--- config.mk ---
export PLATFORM = sky130hd
export DESIGN_NAME = sio_regs
export DESIGN_NICKNAME = d
export VERILOG_FILES = /design/src/hw/sio_regs.v
export VERILOG_INCLUDE_DIRS = /design/src /design/src/hw
export SDC_FILE = /design/constraint.sdc
export NUM_CORES = 1
export LEC_CHECK = 0
export ABC_AREA = 0
export BUFFER_PORTS_ARGS = -buffer_cell sky130_fd_sc_hd__buf_2
export CORE_MARGIN = 4
export CORE_UTILIZATION = 58
export DETAILED_ROUTE_END_ITERATION = 10
export PLACE_DENSITY_LB_ADDON = 0.12
export SETUP_SLACK_MARGIN = 0.3
export SLEW_MARGIN = 20
export SYNTH_ARGS = -nofsm -noshare
export SYNTH_HDL_FRONTEND = slang
export SYNTH_SLANG_ARGS = --single-unit
--- constraint.sdc ---
create_clock -name clk_sys -period 2.55 [get_ports clk_sys]
set_input_delay 0.255 -clock clk_sys [delete_from_list [all_inputs] [get_ports clk_sys]]
set_output_delay 0.255 -clock clk_sys [all_outputs]
set_load 0.02 [all_outputs]
--- src/hw/sio_map.vh ---
/*
  Constants for the configuration and serial register decode.
  Assumes an 8-bit I/O bus with 16-bit addresses from the host path.
*/
`ifndef SIO_MAP_VH
`define SIO_MAP_VH
`define SIO_CFG_PORT      16'h03F0
`define SIO_DATA_PORT     16'h03F1
`define SIO_KEY_FIRST     8'h51
`define SIO_KEY_SECOND    8'h23
`define SIO_KEY_EXIT      8'hBB
`define SIO_CHA_BASE_RST  16'h03F8
`define SIO_CHB_BASE_RST  16'h02F8
`define SIO_OFS_DATA      3'h0
`define SIO_OFS_IER       3'h1
`define SIO_OFS_IIR       3'h2
`define SIO_OFS_LCR       3'h3
`define SIO_OFS_MCR       3'h4
`define SIO_OFS_LSR       3'h5
`define SIO_OFS_MSR       3'h6
`define SIO_OFS_SCR       3'h7
`define SIO_DAB_BIT       7
`define SIO_CIDX_CHA_EN   8'h00
`define SIO_CIDX_CHA_IRQ  8'h01
`define SIO_CIDX_CHA_BLO  8'h02
`define SIO_CIDX_CHA_BHI  8'h03
`define SIO_CIDX_CHB_EN   8'h04
`define SIO_CIDX_CHB_IRQ  8'h05
`define SIO_CIDX_CHB_BLO  8'h06
`define SIO_CIDX_CHB_BHI  8'h07
`define SIO_IRQ_CHA_RST   4'h4
`define SIO_IRQ_CHB_RST   4'h3
`define SIO_IIR_RST       8'h01
`define SIO_LSR_RST       8'h60
`endif

--- src/hw/sio_regs.v ---
/*
  Configuration unlock, index/data configuration access and register
  decode of two serial channels. Assumes single-cycle I/O strobes
  synchronous to clk_sys, at most one of rd/wr per cycle.
*/
// Operation
// - Writing first then second key to config port enters configuration mode
// - In configuration mode index port selects register; data port reaches it
// - Writing exit code to config port leaves configuration mode
// - Each channel has stored enable, interrupt line and base; decode follows
// - Reset bases: channel a 3F8, channel b 2F8; changeable via configuration
// - Divisor access bit set: offsets 0 and 1 write divisor low/high
// - Divisor bit clear: offset 0 reads receive buffer, writes transmit hold
// - Divisor bit clear: offset 1 reads and writes interrupt enable
// - Offset 2 reads interrupt ident, writes fifo control, any divisor bit
// - Offsets 3 to 7: line ctrl, modem ctrl, line stat, modem stat, scratch
`timescale 1ns/1ps
`include "sio_map.vh"
module sio_regs
(
  input  wire        clk_sys,     // System clock
  input  wire        rst,         // Synchronous reset
  input  wire [15:0] io_addr,     // I/O address
  input  wire        io_wr,       // Write strobe
  input  wire        io_rd,       // Read strobe
  input  wire [7:0]  io_wdata,    // Write data
  input  wire [7:0]  rx_a,        // Channel a receive byte
  input  wire [7:0]  rx_b,        // Channel b receive byte
  input  wire [7:0]  iid_a,       // Channel a interrupt ident
  input  wire [7:0]  iid_b,       // Channel b interrupt ident
  output reg  [7:0]  io_rdata,    // Read data
  output reg         io_hit,      // Read was claimed
  output reg         cfg_mode,    // Configuration mode active
  output reg  [7:0]  tx_a,        // Channel a transmit holding
  output reg         tx_a_load,   // Channel a transmit load pulse
  output reg  [7:0]  tx_b,        // Channel b transmit holding
  output reg         tx_b_load,   // Channel b transmit load pulse
  output reg         rx_a_take,   // Channel a receive read pulse
  output reg         rx_b_take,   // Channel b receive read pulse
  output reg  [15:0] div_a,       // Channel a divisor
  output reg  [15:0] div_b,       // Channel b divisor
  output reg  [7:0]  fifo_ctl_a,  // Channel a fifo control
  output reg  [7:0]  fifo_ctl_b,  // Channel b fifo control
  output reg  [3:0]  irq_sel_a,   // Channel a interrupt line
  output reg  [3:0]  irq_sel_b    // Channel b interrupt line
);

  localparam ST_NORMAL = 2'h0;
  localparam ST_KEY1   = 2'h1;
  localparam ST_CONFIG = 2'h2;

  reg  [1:0]  state;
  reg  [7:0]  cfg_index;
  reg         en_a;
  reg         en_b;
  reg  [15:0] base_a;
  reg  [15:0] base_b;
  reg  [7:0]  ier_a;
  reg  [7:0]  ier_b;
  reg  [7:0]  lcr_a;
  reg  [7:0]  lcr_b;
  reg  [7:0]  mcr_a;
  reg  [7:0]  mcr_b;
  reg  [7:0]  lsr_a;
  reg  [7:0]  lsr_b;
  reg  [7:0]  msr_a;
  reg  [7:0]  msr_b;
  reg  [7:0]  scr_a;
  reg  [7:0]  scr_b;
  reg  [7:0]  cfg_rd;
  reg  [7:0]  next_rdata;
  reg         next_hit;

  // Eight-byte window match on the stored base
  function in_win;
    input [15:0] addr;
    input [15:0] base;
    begin
      in_win = (addr[15:3] == base[15:3]);
    end
  endfunction

  wire cfg_wr  = io_wr && (io_addr == `SIO_CFG_PORT);
  wire data_wr = io_wr && (io_addr == `SIO_DATA_PORT) && cfg_mode;
  wire data_rd = io_rd && (io_addr == `SIO_DATA_PORT) && cfg_mode;
  // Normal decode suspended in configuration mode
  wire sel_a = en_a && !cfg_mode && in_win(io_addr, base_a);
  wire sel_b = en_b && !cfg_mode && in_win(io_addr, base_b);
  wire [2:0] ofs = io_addr[2:0];
  wire dab_a = lcr_a[`SIO_DAB_BIT];
  wire dab_b = lcr_b[`SIO_DAB_BIT];

  // Unlock sequencer
  always @(posedge clk_sys)
  begin
    if (rst)
    begin
      state    <= ST_NORMAL;
      cfg_mode <= 1'b0;
    end
    else if (cfg_wr)
    begin
      case (state)
        ST_NORMAL:
          if (io_wdata == `SIO_KEY_FIRST)
            state <= ST_KEY1;
        ST_KEY1:
          if (io_wdata == `SIO_KEY_SECOND)
          begin
            state    <= ST_CONFIG;
            cfg_mode <= 1'b1;
          end
          else if (io_wdata != `SIO_KEY_FIRST)
            state <= ST_NORMAL;
        ST_CONFIG:
          if (io_wdata == `SIO_KEY_EXIT)
          begin
            state    <= ST_NORMAL;
            cfg_mode <= 1'b0;
          end
        default:
        begin
          state    <= ST_NORMAL;
          cfg_mode <= 1'b0;
        end
      endcase
    end
  end

  // Configuration registers
  always @(posedge clk_sys)
  begin
    if (rst)
    begin
      cfg_index <= 8'h00;
      en_a      <= 1'b1;
      en_b      <= 1'b1;
      base_a    <= `SIO_CHA_BASE_RST;
      base_b    <= `SIO_CHB_BASE_RST;
      irq_sel_a <= `SIO_IRQ_CHA_RST;
      irq_sel_b <= `SIO_IRQ_CHB_RST;
    end
    else
    begin
      if (cfg_wr && cfg_mode && io_wdata != `SIO_KEY_EXIT)
        cfg_index <= io_wdata;
      if (data_wr)
      begin
        case (cfg_index)
          `SIO_CIDX_CHA_EN:  en_a <= io_wdata[0];
          `SIO_CIDX_CHA_IRQ: irq_sel_a <= io_wdata[3:0];
          `SIO_CIDX_CHA_BLO: base_a[7:0] <= io_wdata;
          `SIO_CIDX_CHA_BHI: base_a[15:8] <= io_wdata;
          `SIO_CIDX_CHB_EN:  en_b <= io_wdata[0];
          `SIO_CIDX_CHB_IRQ: irq_sel_b <= io_wdata[3:0];
          `SIO_CIDX_CHB_BLO: base_b[7:0] <= io_wdata;
          `SIO_CIDX_CHB_BHI: base_b[15:8] <= io_wdata;
          default: ;
        endcase
      end
    end
  end

  always @*
  begin
    case (cfg_index)
      `SIO_CIDX_CHA_EN:  cfg_rd = {7'h00, en_a};
      `SIO_CIDX_CHA_IRQ: cfg_rd = {4'h0, irq_sel_a};
      `SIO_CIDX_CHA_BLO: cfg_rd = base_a[7:0];
      `SIO_CIDX_CHA_BHI: cfg_rd = base_a[15:8];
      `SIO_CIDX_CHB_EN:  cfg_rd = {7'h00, en_b};
      `SIO_CIDX_CHB_IRQ: cfg_rd = {4'h0, irq_sel_b};
      `SIO_CIDX_CHB_BLO: cfg_rd = base_b[7:0];
      `SIO_CIDX_CHB_BHI: cfg_rd = base_b[15:8];
      default:           cfg_rd = 8'h00;
    endcase
  end

  // Channel a register writes
  always @(posedge clk_sys)
  begin
    if (rst)
    begin
      tx_a <= 8'h00; tx_a_load <= 1'b0; div_a <= 16'h0000;
      ier_a <= 8'h00; fifo_ctl_a <= 8'h00; lcr_a <= 8'h00;
      mcr_a <= 8'h00; lsr_a <= `SIO_LSR_RST; msr_a <= 8'h00;
      scr_a <= 8'h00;
    end
    else
    begin
      tx_a_load <= 1'b0;
      if (io_wr && sel_a)
      begin
        case (ofs)
          `SIO_OFS_DATA:
            if (dab_a)
              div_a[7:0] <= io_wdata;
            else
            begin
              tx_a      <= io_wdata;
              tx_a_load <= 1'b1;
            end
          `SIO_OFS_IER:
            if (dab_a)
              div_a[15:8] <= io_wdata;
            else
              ier_a <= io_wdata;
          `SIO_OFS_IIR: fifo_ctl_a <= io_wdata;
          `SIO_OFS_LCR: lcr_a <= io_wdata;
          `SIO_OFS_MCR: mcr_a <= io_wdata;
          `SIO_OFS_LSR: lsr_a <= io_wdata;
          `SIO_OFS_MSR: msr_a <= io_wdata;
          `SIO_OFS_SCR: scr_a <= io_wdata;
          default: ;
        endcase
      end
    end
  end

  // Channel b register writes
  always @(posedge clk_sys)
  begin
    if (rst)
    begin
      tx_b <= 8'h00; tx_b_load <= 1'b0; div_b <= 16'h0000;
      ier_b <= 8'h00; fifo_ctl_b <= 8'h00; lcr_b <= 8'h00;
      mcr_b <= 8'h00; lsr_b <= `SIO_LSR_RST; msr_b <= 8'h00;
      scr_b <= 8'h00;
    end
    else
    begin
      tx_b_load <= 1'b0;
      if (io_wr && sel_b)
      begin
        case (ofs)
          `SIO_OFS_DATA:
            if (dab_b)
              div_b[7:0] <= io_wdata;
            else
            begin
              tx_b      <= io_wdata;
              tx_b_load <= 1'b1;
            end
          `SIO_OFS_IER:
            if (dab_b)
              div_b[15:8] <= io_wdata;
            else
              ier_b <= io_wdata;
          `SIO_OFS_IIR: fifo_ctl_b <= io_wdata;
          `SIO_OFS_LCR: lcr_b <= io_wdata;
          `SIO_OFS_MCR: mcr_b <= io_wdata;
          `SIO_OFS_LSR: lsr_b <= io_wdata;
          `SIO_OFS_MSR: msr_b <= io_wdata;
          `SIO_OFS_SCR: scr_b <= io_wdata;
          default: ;
        endcase
      end
    end
  end

  // Read multiplexer; divisor bytes are write only
  always @*
  begin
    next_rdata = 8'h00;
    next_hit   = 1'b0;
    if (data_rd)
    begin
      next_rdata = cfg_rd;
      next_hit   = 1'b1;
    end
    else if (io_rd && sel_a)
    begin
      next_hit = 1'b1;
      case (ofs)
        `SIO_OFS_DATA: next_rdata = dab_a ? 8'h00 : rx_a;
        `SIO_OFS_IER:  next_rdata = dab_a ? 8'h00 : ier_a;
        `SIO_OFS_IIR:  next_rdata = iid_a;
        `SIO_OFS_LCR:  next_rdata = lcr_a;
        `SIO_OFS_MCR:  next_rdata = mcr_a;
        `SIO_OFS_LSR:  next_rdata = lsr_a;
        `SIO_OFS_MSR:  next_rdata = msr_a;
        default:       next_rdata = scr_a;
      endcase
    end
    else if (io_rd && sel_b)
    begin
      next_hit = 1'b1;
      case (ofs)
        `SIO_OFS_DATA: next_rdata = dab_b ? 8'h00 : rx_b;
        `SIO_OFS_IER:  next_rdata = dab_b ? 8'h00 : ier_b;
        `SIO_OFS_IIR:  next_rdata = iid_b;
        `SIO_OFS_LCR:  next_rdata = lcr_b;
        `SIO_OFS_MCR:  next_rdata = mcr_b;
        `SIO_OFS_LSR:  next_rdata = lsr_b;
        `SIO_OFS_MSR:  next_rdata = msr_b;
        default:       next_rdata = scr_b;
      endcase
    end
  end

  always @(posedge clk_sys)
  begin
    if (rst)
    begin
      io_rdata  <= 8'h00;
      io_hit    <= 1'b0;
      rx_a_take <= 1'b0;
      rx_b_take <= 1'b0;
    end
    else
    begin
      io_rdata  <= next_rdata;
      io_hit    <= next_hit;
      rx_a_take <= io_rd && sel_a && ofs == `SIO_OFS_DATA && !dab_a;
      rx_b_take <= io_rd && sel_b && ofs == `SIO_OFS_DATA && !dab_b;
    end
  end

endmodule // sio_regs

-- After elaboration in Yosys (flattened, before gate mapping)
Index checks and enable logic that the tools add are counted.
- bitwise operators: 6
- muxes and demuxes: 23
- reduce and logical (&&, ||, !) cells: 57
- equal/unequal tests: 29
- operators with widths (cell ; count):
    8-bit one-hot mux with 7 select lines ; 2
    8-bit one-hot mux with 8 select lines ; 1
    8-bit 2-to-1 mux ; 7
    2-bit AND reduction ; 20
    16-bit by 10-bit == test with 1-bit output, second input constant ; 2
    8-bit by 3-bit == test with 1-bit output, second input constant ; 4
    13-bit == test ; 2
    3-bit AND reduction ; 8
    1-bit logical AND ; 19
    8-bit by 2-bit == test with 1-bit output, second input constant ; 2
    3-bit == test, second input constant ; 4
    8-bit by 1-bit == test with 1-bit output, second input constant ; 1
    8-bit by 6-bit == test with 1-bit output, second input constant ; 1
    8-bit by 7-bit == test with 1-bit output, second input constant ; 1
    8-bit == test, second input constant ; 1
    8-bit logical NOT ; 1
    2-bit 2-to-1 mux ; 4
    8-bit by 7-bit inequality test with 1-bit output, second input constant ; 1
    8-bit inequality test, second input constant ; 1
    4-bit AND reduction ; 2
    1-bit 2-to-1 mux ; 7
    3-bit by 2-bit == test with 1-bit output, second input constant ; 2
    2-bit inequality test, second input constant ; 3
    1-bit inverter ; 6
    10 further kinds ; 13
- bits of input ports: 60
- logic and storage cells: 152
- output and inout port bits: 86
- register bits: 226

-- Logic depth before layout (Yosys ltp)
- depth after elaboration: 7
- depth in mapped cells: 10
- mapped depth without buffers: 6

-- Worst setup path before layout
Ideal clock, no wire load.
- kind: flip-flop to flip-flop
- start point: register cfg_index[7]
- end point: register base_a[9]
- cell stages (with the launch flop): 8
- data arrival time: 2140 ps
- period minus slack after synthesis: 2260 ps
- data required time: 2430 ps
- library setup time: 120 ps
- slack: 290 ps
- path buffers: 2
- path through: dfxtp_1 or4_1 or2_2 clkbuf_1 nor4b_1 buf_2 nor2b_1 a211o_1
- cells in the longest elaborated chain, start to end: 2
- RTL lines (item ; line ; text):
    start: declaration ; sio_regs.v:53 ; reg [7:0] cfg_index;
    start signal: assignment ; sio_regs.v:146 ; cfg_index <= io_wdata;
    8-bit by 2-bit == test with 1-bit output ; sio_regs.v:149 ; case (cfg_index)
    2-bit AND reduction (no source line) ; -- ;
    end signal: assignment ; sio_regs.v:138 ; base_a <= `SIO_CHA_BASE_RST;
    end signal: assignment ; sio_regs.v:153 ; `SIO_CIDX_CHA_BHI: base_a[15:8] <= io_wdata;
    end: declaration ; sio_regs.v:56 ; reg [15:0] base_a;
No other way between the ends.
A chain may end at the register's enable or synchronous reset.

-- Final worst setup path
- start point: register base_b[7]
- end point: register div_b[13]
- cells in the longest elaborated chain, start to end: 4
- RTL lines (item ; line ; text):
    start: declaration ; sio_regs.v:57 ; reg [15:0] base_b;
    start signal: assignment ; sio_regs.v:139 ; base_b <= `SIO_CHB_BASE_RST;
    start signal: assignment ; sio_regs.v:156 ; `SIO_CIDX_CHB_BLO: base_b[7:0] <= io_wdata;
    13-bit == test ; sio_regs.v:79 ; in_win = (addr[15:3] == base[15:3]);
    1-bit logical AND ; sio_regs.v:88 ; wire sel_b = en_b && !cfg_mode && in_win(io_addr, base_b);
    1-bit logical AND ; sio_regs.v:233 ; if (io_wr && sel_b)
    3-bit AND reduction (no source line) ; -- ;
    end signal: assignment ; sio_regs.v:246 ; div_b[15:8] <= io_wdata;
    end: declaration ; sio_regs.v:41 ; output reg [15:0] div_b,
No other way between the ends.

==> impl_metrics.csv <==
group,metric,value,unit
setup_path,path_cells,"nor2b_1 > a2111oi_2 > buf_4 > nand3_4 > buf_6 > nor4_4 > buf_12 > mux2i_2 > nor2_1",
clock_network,clk_latency,510,ps
drt,route.detailed.drc,0,
synthesis,synth_nets,1186,
sta,setup_violations,0,
synthesis,synthArstFlopShare,0,
power,p_switching,1.74,mW
die,io_pins,146,
power,power_density,610,nW/um^2
sta,layout_setup_ws,322,ps
clock_network,cts_root_buf,"clkbuf_16",
clock_network,clock-sinks,226,
drt,drt_iter0_markers,802,
sta,min_period_over_period,0.874,
setup_path,path_buf_inv,3,
setup_path,crit_slowest_cell,"nor4_4",
sta,max_freq,0.449,GHz
clock_network,tritoncts,"yes",
placed_design,dpl_cell_area,11800,sq um
sta,finalHoldViolCount,0,
setup_path,end_kind,"flip-flop",
drt,first_pass_iters,6,
die,placement_rows,48,
sta,rsz0062_at_grt,"yes",
setup_path,crit_family,"simple AND/OR/NAND/NOR gates",
global_routing,grt_pass1_vias,8850,
hold_path,hold_class,"input pin to flip-flop",
power,seqPwrFrac,0.448,
setup_path,cpPeakStageDelay,370,ps
setup_path,critPathArrivalTime,2610,ps
synthesis,synthFlopType,"dfxtp_1",
global_routing,grt_max_degree,77,
status,status,"completed",
synthesis,ys_seq_area_frac,0.432,
die,die_width,142,um
power,p_int,6.13,mW
cells_and_area,syn2layout_area_growth,22.9,%
clock_network,ctsHtreeMaxLevel,1,
synthesis,ys_warn_count,0,
sta,fin_crit,2230,ps
setup_path,critical_path_class,"flip-flop to flip-flop",
synthesis,ys_ff_latch,226,
setup_path,critPathRequiredTime,2940,ps
power,peakVddDrop,0.000766,V
cells_and_area,final_common_cell,"nor2_1",
placed_design,dp.cells,1474,
global_routing,track_usage,0.303,
drt,num_vias,9100,
cells_and_area,layout-drive-gt1-share,0.255,
power,p_leak,5.41,nW
power,p_sw_frac,0.221,
sta,worst_pin_slew,755,ps
synthesis,synth_area,10500,sq um
power,pwr-share-comb,0.061,
clock_network,clockBufferDepth,3,
placed_design,place_congestion,0.976,
drt,vias_per_cell,5.99,
global_routing,globalRouteOverflowTotal,0,
die,coreArea,17500,sq um
placed_design,dp_slack,63.5,ps
sta,fin_skew,15.3,ps
cells_and_area,nets,1339,
clock_network,cts_hold_buffers,0,
cells_and_area,layout_common_cells,"nor2_1, dfxtp_1, mux2i_1, buf_2, buf_4",
drt,drt.antenna.violating_nets,0,
sta,whs,107,ps
setup_path,worst-path-max-fanout,8,
global_routing,grt_pass1_wl,49100,um
setup_path,start_kind,"flip-flop",
clock_network,cts_buffers,24,
die,initial_utilization,0.600,
die,fp.dieH,142,um
synthesis,synth_edf_count,0,
run,drv_cap,0,
power,finalPower,7.86,mW
drt,drt_wl_total,31400,um
cells_and_area,instances_no_fill,1520,
drt,routedWlPerCell,20.7,um
cells_and_area,design_area,12900,sq um
synthesis,synth.distinct_cells,65,
placed_design,portBuffers,145,
placed_design,dp_hpwl,20900,um
global_routing,antenna_found_initial,0,
cells_and_area,diodes,0,
sta,slew_viol_final,0,
die,dieArea,20300,sq um
sta,fin_setup_tns,0,ps
synthesis,synthCells,1126,
power,pwr-share-clk,0.490,
cells_and_area,fin_util,0.737,
sta,relSlewSlack,0.496,
clock_network,cts.clk_slew.worst_paths,70,ps
synthesis,synth_area_per_cell,9.31,sq um
-- repair_timing --
action | CTS | global route
endpoints found under the setup margin | 29 | 79
pin swaps | 8 | 17
resized for setup | 7 | 37
cloned | 0 | 0
buffers inserted | 0 | 4
-- layout make-up --
cell class | count | area, sq um
inverter | 13 | 48.8
clock inverter | 11 | 205
multi-input combinational | 794 | 5660
timing repair buffer | 220 | 1480
clock buffer | 31 | 668
sequential | 226 | 4550
tap | 225 | 282
fill | 1318 | 4590
-- routing by layer --
layer / vias to the layer above / share of wire / global-route usage
met5: - / 0 / 0
met1: 4351 / 0.43 / 0.422
met3: 42 / 0.088 / 0.0618
met4: 0 / 0.017 / 0.0755
li1: 4294 / - / -
met2: 413 / 0.47 / 0.485
-- worst paths after layout --
check	from	end	slack (ps)	depth (start not counted)
worst max register to register	base_b[7]	div_b[13]	320	9
worst min register to register	base_b[12]	base_b[12]	470	2
worst min-delay path	io_wdata[7]	base_b[15]	110	3
worst max-delay path	base_b[7]	div_b[13]	320	9
-- cell usage after synthesis, types with 3 or more instances --
library cell,count,share of area
mux2_2,13,0.014
nand4b_1,3,0.0025
a211oi_1,10,0.0072
buf_1,11,0.0039
and4_1,5,0.0042
nand2b_1,10,0.0060
a21oi_1,26,0.012
mux2i_1,202,0.19
buf_2,10,0.0048
xnor2_1,3,0.0025
inv_1,13,0.0047
o21ai_0,29,0.014
nor3_2,7,0.0067
a31oi_1,12,0.0072
clkbuf_1,70,0.025
a22oi_1,8,0.0057
xor2_1,12,0.010
or3_1,6,0.0036
a221oi_1,10,0.0084
nor2_1,219,0.078
or2_2,4,0.0024
nor4_4,6,0.012
a2bb2oi_1,3,0.0025
dfxtp_1,226,0.43
nand2_1,43,0.015
nor4b_1,4,0.0033
or4_1,4,0.0029
nor4_1,7,0.0042
nand3_1,21,0.010
o22ai_1,4,0.0024
nand4_1,12,0.0072
and3_1,3,0.0018
nor2b_1,27,0.016
nor3_1,12,0.0057
mux4_2,5,0.011
nor3b_1,9,0.0064
o221ai_1,6,0.0050
o2111ai_1,4,0.0033
a211o_1,15,0.013
-- flip-flops by register name, summed over array words and instances (netlist names), 8 cells and up --
signal,cells
lcr_a,8
div_a,16
fifo_ctl_a,8
msr_b,8
tx_a,8
fifo_ctl_b,8
io_rdata,8
div_b,16
scr_b,8
ier_a,8
lsr_a,8
lsr_b,8
mcr_b,8
base_b,16
cfg_index,8
mcr_a,8
tx_b,8
lcr_b,8
scr_a,8
ier_b,8
base_a,16
msr_a,8
-- worst reg2reg max path, cell delays in order, from the launching register on --
cell and delay (ps):
dfxtp_1 320, nor2b_1 150, a2111oi_2 310, buf_4 210, nand3_4 100, buf_6 180
nor4_4 370, buf_12 190, mux2i_2 220, nor2_1 60
-- cell families (layout without fill, tap and decap cells) --
family | count (synthesis) | in the layout | synth area share
buf+inv | 106 | 275 | 0.0399
simple gates | 414 | 414 | 0.202
flops | 226 | 226 | 0.432
compound gates | 145 | 145 | 0.0968
mux | 220 | 220 | 0.218
xor+xnor | 15 | 15 | 0.0125
-- power groups by stage --
stage | sequential (mW) | combinational, mW | clock (mW)
after floorplan | 3.61 | 0.267 | 0
after global placement | 3.61 | 0.464 | 0
after detailed placement | 3.61 | 0.463 | 0
after CTS | 3.53 | 0.466 | 3.88
after global routing | 3.52 | 0.511 | 4.07
final | 3.53 | 0.482 | 3.86
No activity file was read; power rests on OpenSTA's default activity.
